$ cat src/common/tmdut_pkg.sv
// constants, types and register map of the three-mode down/up timer group
package tmdut_pkg;

  // ==========================================================
  // widths
  localparam int NUM_TIMERS = 3;
  localparam int DATA_W = 16;
  localparam int ADDR_W = 4;
  localparam int MODE_W = 8;
  localparam int PRE_W = 5;
  localparam int EDGE_CNT_W = 2;

  // ==========================================================
  // register map (word index on the plain register port)
  localparam logic [ADDR_W-1:0] ADDR_RUN = 4'h0;
  localparam logic [ADDR_W-1:0] ADDR_STATUS = 4'h1;
  localparam logic [ADDR_W-1:0] ADDR_MODE_BASE = 4'h2;
  localparam logic [ADDR_W-1:0] ADDR_CNT_BASE = 4'h3;
  localparam logic [ADDR_W-1:0] ADDR_STRIDE = 4'h2;

  // status register bit positions
  localparam int STS_OVF_BIT = 0;
  localparam int STS_VALID_BIT = 1;

  // ==========================================================
  // reset and limit values
  localparam logic [DATA_W-1:0] CNT_ZERO = 16'h0000;
  localparam logic [DATA_W-1:0] CNT_ONE = 16'h0001;
  localparam logic [DATA_W-1:0] CNT_MAX = 16'hFFFF;
  localparam logic [NUM_TIMERS-1:0] RUN_RESET = 3'h0;
  localparam logic [PRE_W-1:0] PRE_ONE = 5'h01;
  localparam logic [PRE_W-1:0] PRE_F8_MASK = 5'h07;
  localparam logic [PRE_W-1:0] PRE_F32_MASK = 5'h1F;
  localparam logic [EDGE_CNT_W-1:0] EDGES_NONE = 2'h0;
  localparam logic [EDGE_CNT_W-1:0] EDGES_ONE = 2'h1;
  localparam logic [EDGE_CNT_W-1:0] EDGES_VALID = 2'h2;

  // ==========================================================
  // enumerations
  typedef enum logic [1:0] {
    MODE_TIMER = 2'b00,
    MODE_EVENT = 2'b01,
    MODE_PULSE = 2'b10,
    MODE_RSVD = 2'b11
  } tmdut_mode_e;

  typedef enum logic [1:0] {
    CLK_F1 = 2'b00,
    CLK_F8 = 2'b01,
    CLK_F32 = 2'b10,
    CLK_RSVD = 2'b11
  } tmdut_clk_e;

  typedef enum logic [1:0] {
    EDGE_RISE = 2'b00,
    EDGE_FALL = 2'b01,
    EDGE_BOTH = 2'b10,
    EDGE_RSVD = 2'b11
  } tmdut_edge_e;

  // mode register layout, bit 7 down to bit 0
  typedef struct packed {
    tmdut_clk_e clk_sel;
    logic rsvd;
    logic evt_src;
    tmdut_edge_e edge_sel;
    tmdut_mode_e mode;
  } tmdut_mode_s;

  localparam tmdut_mode_s MODE_RESET = 8'h00;

endpackage

$ cat src/tmdut_top.sv
// three 16-bit timers with timer and event counter modes; timer 0 also has pulse measurement mode
module tmdut_top
  import tmdut_pkg::*;
#(
  parameter int DW = DATA_W
) (
  input wire logic ref_clk,
  input wire logic rst_n,
  input wire logic clk_en,
  input wire logic [ADDR_W-1:0] addr,
  input wire logic [DW-1:0] wr_data,
  input wire logic wr_en,
  input wire logic rd_en,
  output logic [DW-1:0] rd_data,
  input wire logic timer0_pulse_input,
  input wire logic [NUM_TIMERS-2:0] timer_event_input,
  input wire logic [NUM_TIMERS-1:0] irq_ack,
  output logic [NUM_TIMERS-1:0] irq
);

  // ==========================================================
  // helpers
  function automatic logic [ADDR_W-1:0] mode_addr(input int i);
    return ADDR_W'(int'(ADDR_MODE_BASE) + i * int'(ADDR_STRIDE));
  endfunction

  function automatic logic [ADDR_W-1:0] cnt_addr(input int i);
    return ADDR_W'(int'(ADDR_CNT_BASE) + i * int'(ADDR_STRIDE));
  endfunction

  function automatic logic edge_hit(input tmdut_edge_e sel, input logic rise, input logic fall);
    logic hit;
    hit = 1'b0;
    unique case (sel)
      EDGE_RISE: hit = rise;
      EDGE_FALL: hit = fall;
      EDGE_BOTH: hit = rise | fall;
      EDGE_RSVD: hit = 1'b0;
    endcase
    return hit;
  endfunction

  // ==========================================================
  // state
  logic [NUM_TIMERS-1:0] run_r;
  tmdut_mode_s mode_r [NUM_TIMERS];
  logic [DW-1:0] cnt_r [NUM_TIMERS];
  logic [DW-1:0] reload_r [NUM_TIMERS];
  logic [NUM_TIMERS-1:0] irq_r;
  logic [NUM_TIMERS-1:0] sync1_r;
  logic [NUM_TIMERS-1:0] sync2_r;
  logic [NUM_TIMERS-1:0] prev_r;
  logic [PRE_W-1:0] pre_r;
  logic ovf_flag_r;
  logic [EDGE_CNT_W-1:0] edges_r;
  logic [DW-1:0] rd_data_r;
  logic [DW-1:0] rd_nxt;

  logic [NUM_TIMERS-1:0] pin_rise;
  logic [NUM_TIMERS-1:0] pin_fall;
  logic [NUM_TIMERS-1:0] int_tick_w;
  logic [NUM_TIMERS-1:0] src_tick_w;
  logic [NUM_TIMERS-1:0] cnt_wr_w;
  logic tick_f8;
  logic tick_f32;
  logic pulse_mode;
  logic meas_edge;
  logic ovf_evt;
  logic ovf_sw_clr;
  logic ovf_mode_clr;

  assign rd_data = rd_data_r;
  assign irq = irq_r;

  // ==========================================================
  // input pin synchronisers and edge detection
  always_ff @(posedge ref_clk or negedge rst_n) begin
    if (!rst_n) begin
      sync1_r <= '0;
      sync2_r <= '0;
      prev_r <= '0;
    end else if (clk_en) begin
      sync1_r <= {timer_event_input, timer0_pulse_input};
      sync2_r <= sync1_r;
      prev_r <= sync2_r;
    end
  end

  assign pin_rise = sync2_r & ~prev_r;
  assign pin_fall = ~sync2_r & prev_r;

  // ==========================================================
  // shared prescaler
  always_ff @(posedge ref_clk or negedge rst_n) begin
    if (!rst_n) begin
      pre_r <= '0;
    end else if (clk_en) begin
      pre_r <= pre_r + PRE_ONE;
    end
  end

  assign tick_f8 = (pre_r & PRE_F8_MASK) == PRE_F8_MASK;
  assign tick_f32 = (pre_r & PRE_F32_MASK) == PRE_F32_MASK;

  // ==========================================================
  // control registers
  always_ff @(posedge ref_clk or negedge rst_n) begin
    if (!rst_n) begin
      run_r <= RUN_RESET;
    end else if (clk_en && wr_en && addr == ADDR_RUN) begin
      run_r <= wr_data[NUM_TIMERS-1:0];
    end
  end

  // ==========================================================
  // per-timer counting, down except timer 0 counting up in pulse mode
  genvar gi;
  generate
    for (gi = 0; gi < NUM_TIMERS; gi++) begin : g_tmr
      logic evt_hit;
      logic down_mode;

      always_ff @(posedge ref_clk or negedge rst_n) begin
        if (!rst_n) begin
          mode_r[gi] <= MODE_RESET;
        end else if (clk_en && wr_en && addr == mode_addr(gi)) begin
          mode_r[gi] <= tmdut_mode_s'(wr_data[MODE_W-1:0]);
        end
      end

      always_comb begin
        int_tick_w[gi] = 1'b0;
        unique case (mode_r[gi].clk_sel)
          CLK_F1: int_tick_w[gi] = 1'b1;
          CLK_F8: int_tick_w[gi] = tick_f8;
          CLK_F32: int_tick_w[gi] = tick_f32;
          CLK_RSVD: int_tick_w[gi] = 1'b0;
        endcase
      end

      // other-timer source chains to the previous timer's interrupt pulse
      assign evt_hit = mode_r[gi].evt_src ? irq_r[(gi + NUM_TIMERS - 1) % NUM_TIMERS] :
                       edge_hit(mode_r[gi].edge_sel, pin_rise[gi], pin_fall[gi]);
      assign src_tick_w[gi] = (mode_r[gi].mode == MODE_EVENT) ? evt_hit : int_tick_w[gi];
      assign down_mode = !((gi == 0) && pulse_mode);
      assign cnt_wr_w[gi] = wr_en && addr == cnt_addr(gi);

      if (gi == 0) begin : g_pulse
        always_ff @(posedge ref_clk or negedge rst_n) begin
          if (!rst_n) begin
            cnt_r[gi] <= CNT_ZERO;
          end else if (clk_en) begin
            if (!down_mode) begin
              if (run_r[gi] && meas_edge) begin
                cnt_r[gi] <= CNT_ZERO;
              end else if (run_r[gi] && int_tick_w[gi]) begin
                cnt_r[gi] <= cnt_r[gi] + CNT_ONE;
              end
            end else if (cnt_wr_w[gi] && !run_r[gi]) begin
              cnt_r[gi] <= wr_data;
            end else if (run_r[gi] && src_tick_w[gi]) begin
              cnt_r[gi] <= (cnt_r[gi] == CNT_ZERO) ? reload_r[gi] : cnt_r[gi] - CNT_ONE;
            end
          end
        end
      end else begin : g_down
        always_ff @(posedge ref_clk or negedge rst_n) begin
          if (!rst_n) begin
            cnt_r[gi] <= CNT_ZERO;
          end else if (clk_en) begin
            if (cnt_wr_w[gi] && !run_r[gi]) begin
              cnt_r[gi] <= wr_data;
            end else if (run_r[gi] && src_tick_w[gi]) begin
              cnt_r[gi] <= (cnt_r[gi] == CNT_ZERO) ? reload_r[gi] : cnt_r[gi] - CNT_ONE;
            end
          end
        end
      end

      always_ff @(posedge ref_clk or negedge rst_n) begin
        if (!rst_n) begin
          reload_r[gi] <= CNT_ZERO;
        end else if (clk_en) begin
          if (!down_mode) begin
            if (run_r[gi] && meas_edge) begin
              reload_r[gi] <= cnt_r[gi];
            end
          end else if (cnt_wr_w[gi]) begin
            reload_r[gi] <= wr_data;
          end
        end
      end

      always_ff @(posedge ref_clk or negedge rst_n) begin
        if (!rst_n) begin
          irq_r[gi] <= 1'b0;
        end else if (clk_en) begin
          if (!down_mode) begin
            irq_r[gi] <= run_r[gi] && ((meas_edge && edges_r != EDGES_NONE) || ovf_evt);
          end else begin
            irq_r[gi] <= run_r[gi] && src_tick_w[gi] && cnt_r[gi] == CNT_ZERO;
          end
        end
      end
    end
  endgenerate

  // ==========================================================
  // timer 0 pulse measurement
  assign pulse_mode = mode_r[0].mode == MODE_PULSE;
  // width: both edges; period: one polarity taken from the edge field
  assign meas_edge = pulse_mode && (mode_r[0].edge_sel == EDGE_BOTH ?
                     (pin_rise[0] | pin_fall[0]) :
                     edge_hit(mode_r[0].edge_sel, pin_rise[0], pin_fall[0]));
  assign ovf_evt = pulse_mode && run_r[0] && int_tick_w[0] && !meas_edge &&
                   cnt_r[0] == CNT_MAX;
  assign ovf_sw_clr = wr_en && addr == ADDR_STATUS && wr_data[STS_OVF_BIT];
  assign ovf_mode_clr = wr_en && addr == mode_addr(0) && run_r[0];

  always_ff @(posedge ref_clk or negedge rst_n) begin
    if (!rst_n) begin
      edges_r <= EDGES_NONE;
    end else if (clk_en) begin
      if (!run_r[0] || !pulse_mode) begin
        edges_r <= EDGES_NONE;
      end else if (meas_edge && edges_r != EDGES_VALID) begin
        edges_r <= edges_r + EDGES_ONE;
      end
    end
  end

  // set beats any clear arriving in the same cycle
  always_ff @(posedge ref_clk or negedge rst_n) begin
    if (!rst_n) begin
      ovf_flag_r <= 1'b0;
    end else if (clk_en) begin
      if (ovf_evt) begin
        ovf_flag_r <= 1'b1;
      end else if (ovf_mode_clr || ovf_sw_clr || irq_ack[0]) begin
        ovf_flag_r <= 1'b0;
      end
    end
  end

  // ==========================================================
  // register read port
  always_comb begin
    rd_nxt = '0;
    if (addr == ADDR_RUN) begin
      rd_nxt = DW'(run_r);
    end
    if (addr == ADDR_STATUS) begin
      rd_nxt[STS_OVF_BIT] = ovf_flag_r;
      rd_nxt[STS_VALID_BIT] = edges_r == EDGES_VALID;
    end
    for (int i = 0; i < NUM_TIMERS; i++) begin
      if (addr == mode_addr(i)) begin
        rd_nxt = DW'(mode_r[i]);
      end
      if (addr == cnt_addr(i)) begin
        rd_nxt = (i == 0 && pulse_mode) ? reload_r[i] : cnt_r[i];
      end
    end
  end

  always_ff @(posedge ref_clk or negedge rst_n) begin
    if (!rst_n) begin
      rd_data_r <= '0;
    end else if (clk_en) begin
      rd_data_r <= rd_en ? rd_nxt : '0;
    end
  end
endmodule

$ cat config.mk
export PLATFORM = sky130hd
export DESIGN_NAME = tmdut_top
export DESIGN_NICKNAME = d
export VERILOG_FILES = /design/src/common/tmdut_pkg.sv /design/src/tmdut_top.sv
export SDC_FILE = /design/constraint.sdc
export NUM_CORES = 1
export LEC_CHECK = 0
export BUFFER_PORTS_ARGS = -buffer_cell sky130_fd_sc_hd__clkbuf_2
export CORE_MARGIN = 4
export CORE_UTILIZATION = 62
export CTS_CLUSTER_DIAMETER = 200
export DETAILED_ROUTE_END_ITERATION = 8
export HOLD_SLACK_MARGIN = 0.12
export PLACE_DENSITY_LB_ADDON = 0.05
export SYNTH_ARGS = -nofsm -noshare
export SYNTH_HDL_FRONTEND = slang
export SYNTH_SLANG_ARGS = --single-unit
$ cat constraint.sdc
create_clock -name ref_clk -period 3.3 [get_ports ref_clk]
set_input_delay 0.66 -clock ref_clk [delete_from_list [all_inputs] [get_ports ref_clk]]
set_output_delay 0.66 -clock ref_clk [all_outputs]
set_load 0.05 [all_outputs]
### Yosys cells after proc, flatten, opt, wreduce, memory -nomap -nowiden

Index checks and enable logic that the tools add are counted.

* $add $sub $neg: 6
* eq/ne operators: 36
* multiplexer cells: 44
* bitwise gates (word level): 7
* reductions and logical operators: 65

Operator list (number)
* two-way mux 16 bit: 23
* logical NOT 16 bit: 3
* subtractor 16 x 1 -> 16 bit, second input constant: 3
* logical AND 1 bit: 31
* == test 2 bit, second input constant: 14
* case mux 1 bit (4 select lines): 6
* == test 2 x 1 -> 1 bit, second input constant: 9
* adder 16 x 1 -> 16 bit, second input constant: 1
* == test 16 bit, second input constant: 1
* == test 4 x 3 -> 1 bit, second input constant: 4
* logical NOT 2 bit: 6
* AND reduction 2 bit: 6
* nonzero test 2 bit: 6
* two-way mux 1 bit: 10
* == test 4 x 2 -> 1 bit, second input constant: 2
* AND 3 bit: 2
* two-way mux 2 bit: 3
* NOT 3 bit: 2
* AND reduction 3 bit: 2
* adder 5 x 1 -> 5 bit, second input constant: 1
* == test 5 bit, second input constant: 1
* logical NOT 1 bit: 5
* == test 4 x 1 -> 1 bit, second input constant: 1
* logical NOT 4 bit: 1
* other kinds (10): 15

* bits in registers: 159
* bits of input ports: 31
* output and inout port bits: 19

### Depth between registers and ports, before layout

* depth after elaboration: 11
* depth in mapped cells: 10
* depth with buffers taken out: 9

### Least setup slack after synthesis

OpenSTA, ideal clock, no wires.

* path type: input to register
* start point: input port clk_en
* end point: register reload_r[24] (netlist name)
* setup time: 125 ps
* data arrival time: 2330 ps
* required time: 3175 ps
* path slack: 845 ps
* cell stages on the path: 5
* path buffers: 2
* path through: clkbuf_1 > nand2_1 > nor3_1 > buf_2 > mux2_2

* cells in the longest elaborated chain, start to end: 1

RTL lines
* from (decl): RTL line tmdut_top.sv:9 `input wire logic clk_en,`
* AND reduction 2 bit (no source line)
* to (signal, indexed assignment): RTL line tmdut_top.sv:186 `reload_r[gi] <= cnt_r[gi];`
* to (signal, indexed assignment): RTL line tmdut_top.sv:189 `reload_r[gi] <= wr_data;`
* to (decl): RTL line tmdut_top.sv:48 `logic [DW-1:0] reload_r [NUM_TIMERS];`

No other way between the ends.
A chain may end at the register's enable or synchronous reset.

### Worst setup path after layout

* start point: register sync2_r[2]
* end point: register cnt_r[11] (netlist name)

* cells in the longest elaborated chain, start to end: 9
* elaborated cells between the ends (all ways): 10
* those cells by class: mux: 3; bitwise: 4; reduce/logical: 3

RTL lines
* from (decl): RTL line tmdut_top.sv:51 `logic [NUM_TIMERS-1:0] sync2_r;`
* from (signal assigned): RTL line tmdut_top.sv:84 `sync2_r <= sync1_r;`
* NOT 3 bit: RTL line tmdut_top.sv:90 `assign pin_fall = ~sync2_r & prev_r;`
* AND 3 bit: RTL line tmdut_top.sv:90
* OR 1 bit: RTL line tmdut_top.sv:37 `EDGE_BOTH: hit = rise | fall;`
* case mux 1 bit (4 select lines) (*): RTL line tmdut_top.sv:34 `unique case (sel)`
* two-way mux 1 bit (*): RTL line tmdut_top.sv:142 `assign evt_hit = mode_r[gi].evt_src ? irq_r[(gi + NUM_TIMERS - 1) % NUM_TIMERS] :`
* two-way mux 1 bit (*): RTL line tmdut_top.sv:144 `assign src_tick_w[gi] = (mode_r[gi].mode == MODE_EVENT) ? evt_hit : int_tick_w[gi];`
* logical AND 1 bit (*): RTL line tmdut_top.sv:173 `end else if (run_r[gi] && src_tick_w[gi]) begin`
* nonzero test 2 bit (no source line) (*)
* AND reduction 2 bit (no source line) (*)
* to (signal, indexed assignment): RTL line tmdut_top.sv:172 `cnt_r[gi] <= wr_data;`
* to (signal, indexed assignment): RTL line tmdut_top.sv:174 `cnt_r[gi] <= (cnt_r[gi] == CNT_ZERO) ? reload_r[gi] : cnt_r[gi] - CNT_ONE;`
* to (decl): RTL line tmdut_top.sv:47 `logic [DW-1:0] cnt_r [NUM_TIMERS];`

Mark *: on every way between the ends. The rest lies on a longest branch, timed or not.

==> summary by stage <==
CTS
The number of hold buffers added after CTS was 0. No sink is reached through more buffers than the 2 on the longest clock path. TritonCTS created 17 clock buffers. The clock latency at the later pin of the worst-skew pair is 0.44 ns. After clock tree synthesis, the clock-pin slew on the worst setup and hold paths is 0.07 ns. The post-cts resize count is 0. The count of buffers added by post-CTS timing repair for setup is 0. The CTS tree is yes. The number of sinks driven by the clock tree is 159. The number of H-tree branching levels is 4. The clock tree root driver cell is clkbuf_16.

Floorplanning
From bottom edge to top edge, the die measures 133 µm. The die area is 17,700 µm². The die is 133 µm wide.

The count of pins on the block boundary is 50. The core area is 15,300 µm². The placement row count is 45. The effective utilization at floorplan is 63.5%.

Yosys
When the netlist entered floorplanning its net count stood at 1,117. The sequential share of the synthesized area is 41.1%. By instance count, the leading cell after synthesis is dfrtp_1.

The synthesized-area fraction occupied by and/or/nand/nor cells is 18.8%. By area the synthesized netlist is led by dfrtp_1, mux2_2, nand2_1. The register bit total from synthesis is 159. For this run, asynchronously set or reset flops after synthesis account for 100%.

Of the total synthesized cell area, the portion taken by full adders, half adders and majority gates is 2.33%. In this run the mean area of a mapped cell was 9.07 µm². After synthesis, the largest family of logic cells by area is compound AO/OA/AOI/OAI gates. Of the post-synthesis cell area, the part taken by muxes is 10.7%. During synthesis, Yosys emitted a total of 0 warnings.

Summed over all instances, the cell type with the most area after synthesis is dfrtp_1. The fraction of the mapped netlist area in compound gates is 19.4%. The total standard cell area after synthesis is 9680 µm². The number of distinct library cells after synthesis is 76. The number of synthesized flops with an enable pin is 0.

The synthesized netlist cell count is 1,068. After synthesis, the most frequently instantiated cells are dfrtp_1, nand2_1, nor2_1. The share of the synthesized area in the top cell type is 41.1%. The synthesized netlist devotes 2.89% of its cell area to XOR and XNOR gates. The flip-flop cell with the highest count after synthesis is dfrtp_1.

Drt
The remaining routing DRC violations is 0. The post-detailed-routing wire length is 27.5 mm. The detailed-router iteration count before antenna repair is 6.

In the routed layout, each cell is associated on average with a via count of 6.52. The violation count after the first detailed-route iteration is 1,020. After detailed routing, the average wire length per cell comes to 20.9 µm.

The final route contains 8,573 vias. The count of nets left with antenna violations after detail routing is 0.

Setup path
The class of the most critical setup path is flop to flop. The number of buffers and inverters on the critical path is 2. The worst setup path is launched from a flop. The startpoint identified for the worst register-to-register timing path is sync2_r[2]$_DFFE_PN0P_.

The critical path data arrival time is 3.13 ns. The gate family responsible for the most delay along the worst path is compound AO/OA/AOI/OAI gates. On the worst path, the slowest cell contributes a delay of 0.61 ns.

The worst path required time is 3.66 ns. The signal on the critical path passes through inv_1 -> ha_1 -> or4b_2 -> nand3_1 -> o221ai_1 -> a21oi_2 -> buf_4 -> nor2_1 -> a21oi_1. Along the worst path, the maximum fanout reaches 14. In this run the critical register-to-register path is captured at cnt_r[11]$_DFFE_PN0P_. For the worst flop-to-flop path, the logic depth is 9.

The worst setup path is captured at a flop. The internal reg-to-reg setup slack is 0.53 ns. The slowest stage of the critical path is the or4b_2 cell.

Timing
Counting I/O delays and the setup requirement, the final critical path takes 2.77 ns. After layout, the worst path uses 83.9% of the clock period. At the pin with the least slew margin, the transition time is 0.998 ns. After routing, the total negative slack on setup checks comes to 0 ns.

Timing would allow up to 0.361 GHz. The hold violation total from the final report is 0. Setup repair after global routing left no endpoint under its margin. The number of max-slew violations in the final report is 0. The worst-case clock skew is 0.00987 ns. In this run the tightest slew margin relative to its limit is 33.4%. Across all hold checks on the routed design, the worst slack comes to 0.240 ns. The final setup violation count is 0.

Place
After detailed placement, the total cell area comes to 10,200 µm². Routability-driven placement finished with a final weighted congestion of 0.947. Buffers placed on the I/O ports in this run total 47. The half-perimeter wire length after placement is 19.2 mm.

Finish
Of the cells placed in the final design, the portion with a size suffix greater than 1 is 18.9%. The count of nets after finishing is 1,140. The synthesis-to-layout area growth is 11.3%. The finished cells cover 10,800 µm².

The antenna diode count is 0.

Pwr
The leakage power total is 4.53 nW. In this run the power density over the cells is 739 nW/µm². The worst-case vdd ir drop is 0.000505 V.

GRT
The via count of the first global-routing pass was 8,175. The global-route wire length before repair is 44.8 mm. Entering global routing, the biggest net connects 76 pins.

The residual overflow from global routing is 0. The number of antenna violations at the first check in global routing was 0. Global routing used 32.0% of the available tracks.

Hold path
The path class of the tightest hold or removal check is input pin to asynchronous set/reset pin.

Run status
The run finished with clean final reports.

Run
The max-capacitance violation count is 0.
## stage by stage
| step | instances | total power [W] | worst slack (ns) | utilization, % |
|---|---|---|---|---|
| after global placement | 1283 | 0.00576 | 0.582 | 66.7 |
| final | 1315 | 0.00797 | 0.530 | 70.7 |
| after floorplan | 1068 | 0.00507 | 0.845 | - |
| after CTS | 1315 | 0.00793 | 0.537 | 70.7 |
| after global routing | 1315 | 0.00844 | 0.201 | 70.7 |
| after detailed placement | 1283 | 0.00584 | 0.505 | 66.7 |
## routing by layer
metal	up-vias	GRT usage, %	wire [µm]
met1	4191	45.8	11900
met4	0	11.2	797
li1	3940	-	-
met5	-	0	0
met2	383	48.3	12500
met3	59	6.81	2270
## state kept, by name (all words and copies together), names as in the netlist, 5 cells and up
register and count:
cnt_r 48, rd_data 16, reload_r 48, pre_r 5
mode_r 24
## worst max-delay path by stage
stage	start	end	slack [ns]	cells past startpoint
after global routing	sync2_r[0]$_DFFE_PN0P_	cnt_r[41]$_DFFE_PN0P_	0.20	8
after CTS	sync2_r[2]$_DFFE_PN0P_	cnt_r[11]$_DFFE_PN0P_	0.54	9
final	sync2_r[2]$_DFFE_PN0P_	cnt_r[11]$_DFFE_PN0P_	0.53	9
after floorplan	clk_en	reload_r[24]$_DFFE_PN0P_	0.85	5
after detailed placement	addr[0]	cnt_r[39]$_DFFE_PN0P_	0.51	8
after global placement	sync2_r[2]$_DFFE_PN0P_	cnt_r[14]$_DFFE_PN0P_	0.58	9
## cells in the final DEF (no fill, tap or decap), types with 19 or more instances in the layout
cell / n
a211oi_1: 20
a21oi_1: 49
a31oi_1: 33
buf_4: 41
clkbuf_2: 46
dfrtp_1: 159
inv_1: 26
mux2_2: 67
mux2i_1: 26
nand2_1: 136
nand3_1: 19
nor2_1: 92
nor4_1: 22
o21ai_0: 53
o22a_1: 19
## layout make-up
type	count	area (µm²)
clock buffers	18	429
well taps	211	264
inverters	27	101
fillers	1178	4480
multi-input cells	797	5260
clock inverters	14	181
flip-flops and latches	159	3980
repair buffers	89	569
## power by group
group / switching [W] / internal [W] / leakage, nW / total [W]
Combinational: 0.00142 / 0.00121 / 2.29 / 0.00263
Sequential: 0.000767 / 0.00249 / 1.96 / 0.00326
Clock: 0.000869 / 0.00121 / 0.290 / 0.00208
Total: 0.00306 / 0.00491 / 4.53 / 0.00797
## worst reg2reg max path: stages, from the launching register on
cell and delay [ns]:
dfrtp_1 0.36, inv_1 0.07, ha_1 0.31, or4b_2 0.61, nand3_1 0.11, o221ai_1 0.23, a21oi_2 0.59, buf_4 0.26
nor2_1 0.04, a21oi_1 0.12
## cell families (layout without fill, tap and decap cells)
group | Yosys count | count (layout)
and+or+nand+nor | 374 | 374
AOI/OAI and AO/OA | 279 | 279
DFF | 159 | 159
buffers and inverters | 112 | 148
muxes | 94 | 94
xor gates and xnor gates | 32 | 32
adders and majority gates | 18 | 18
Power figures use the tool's default switching activity.
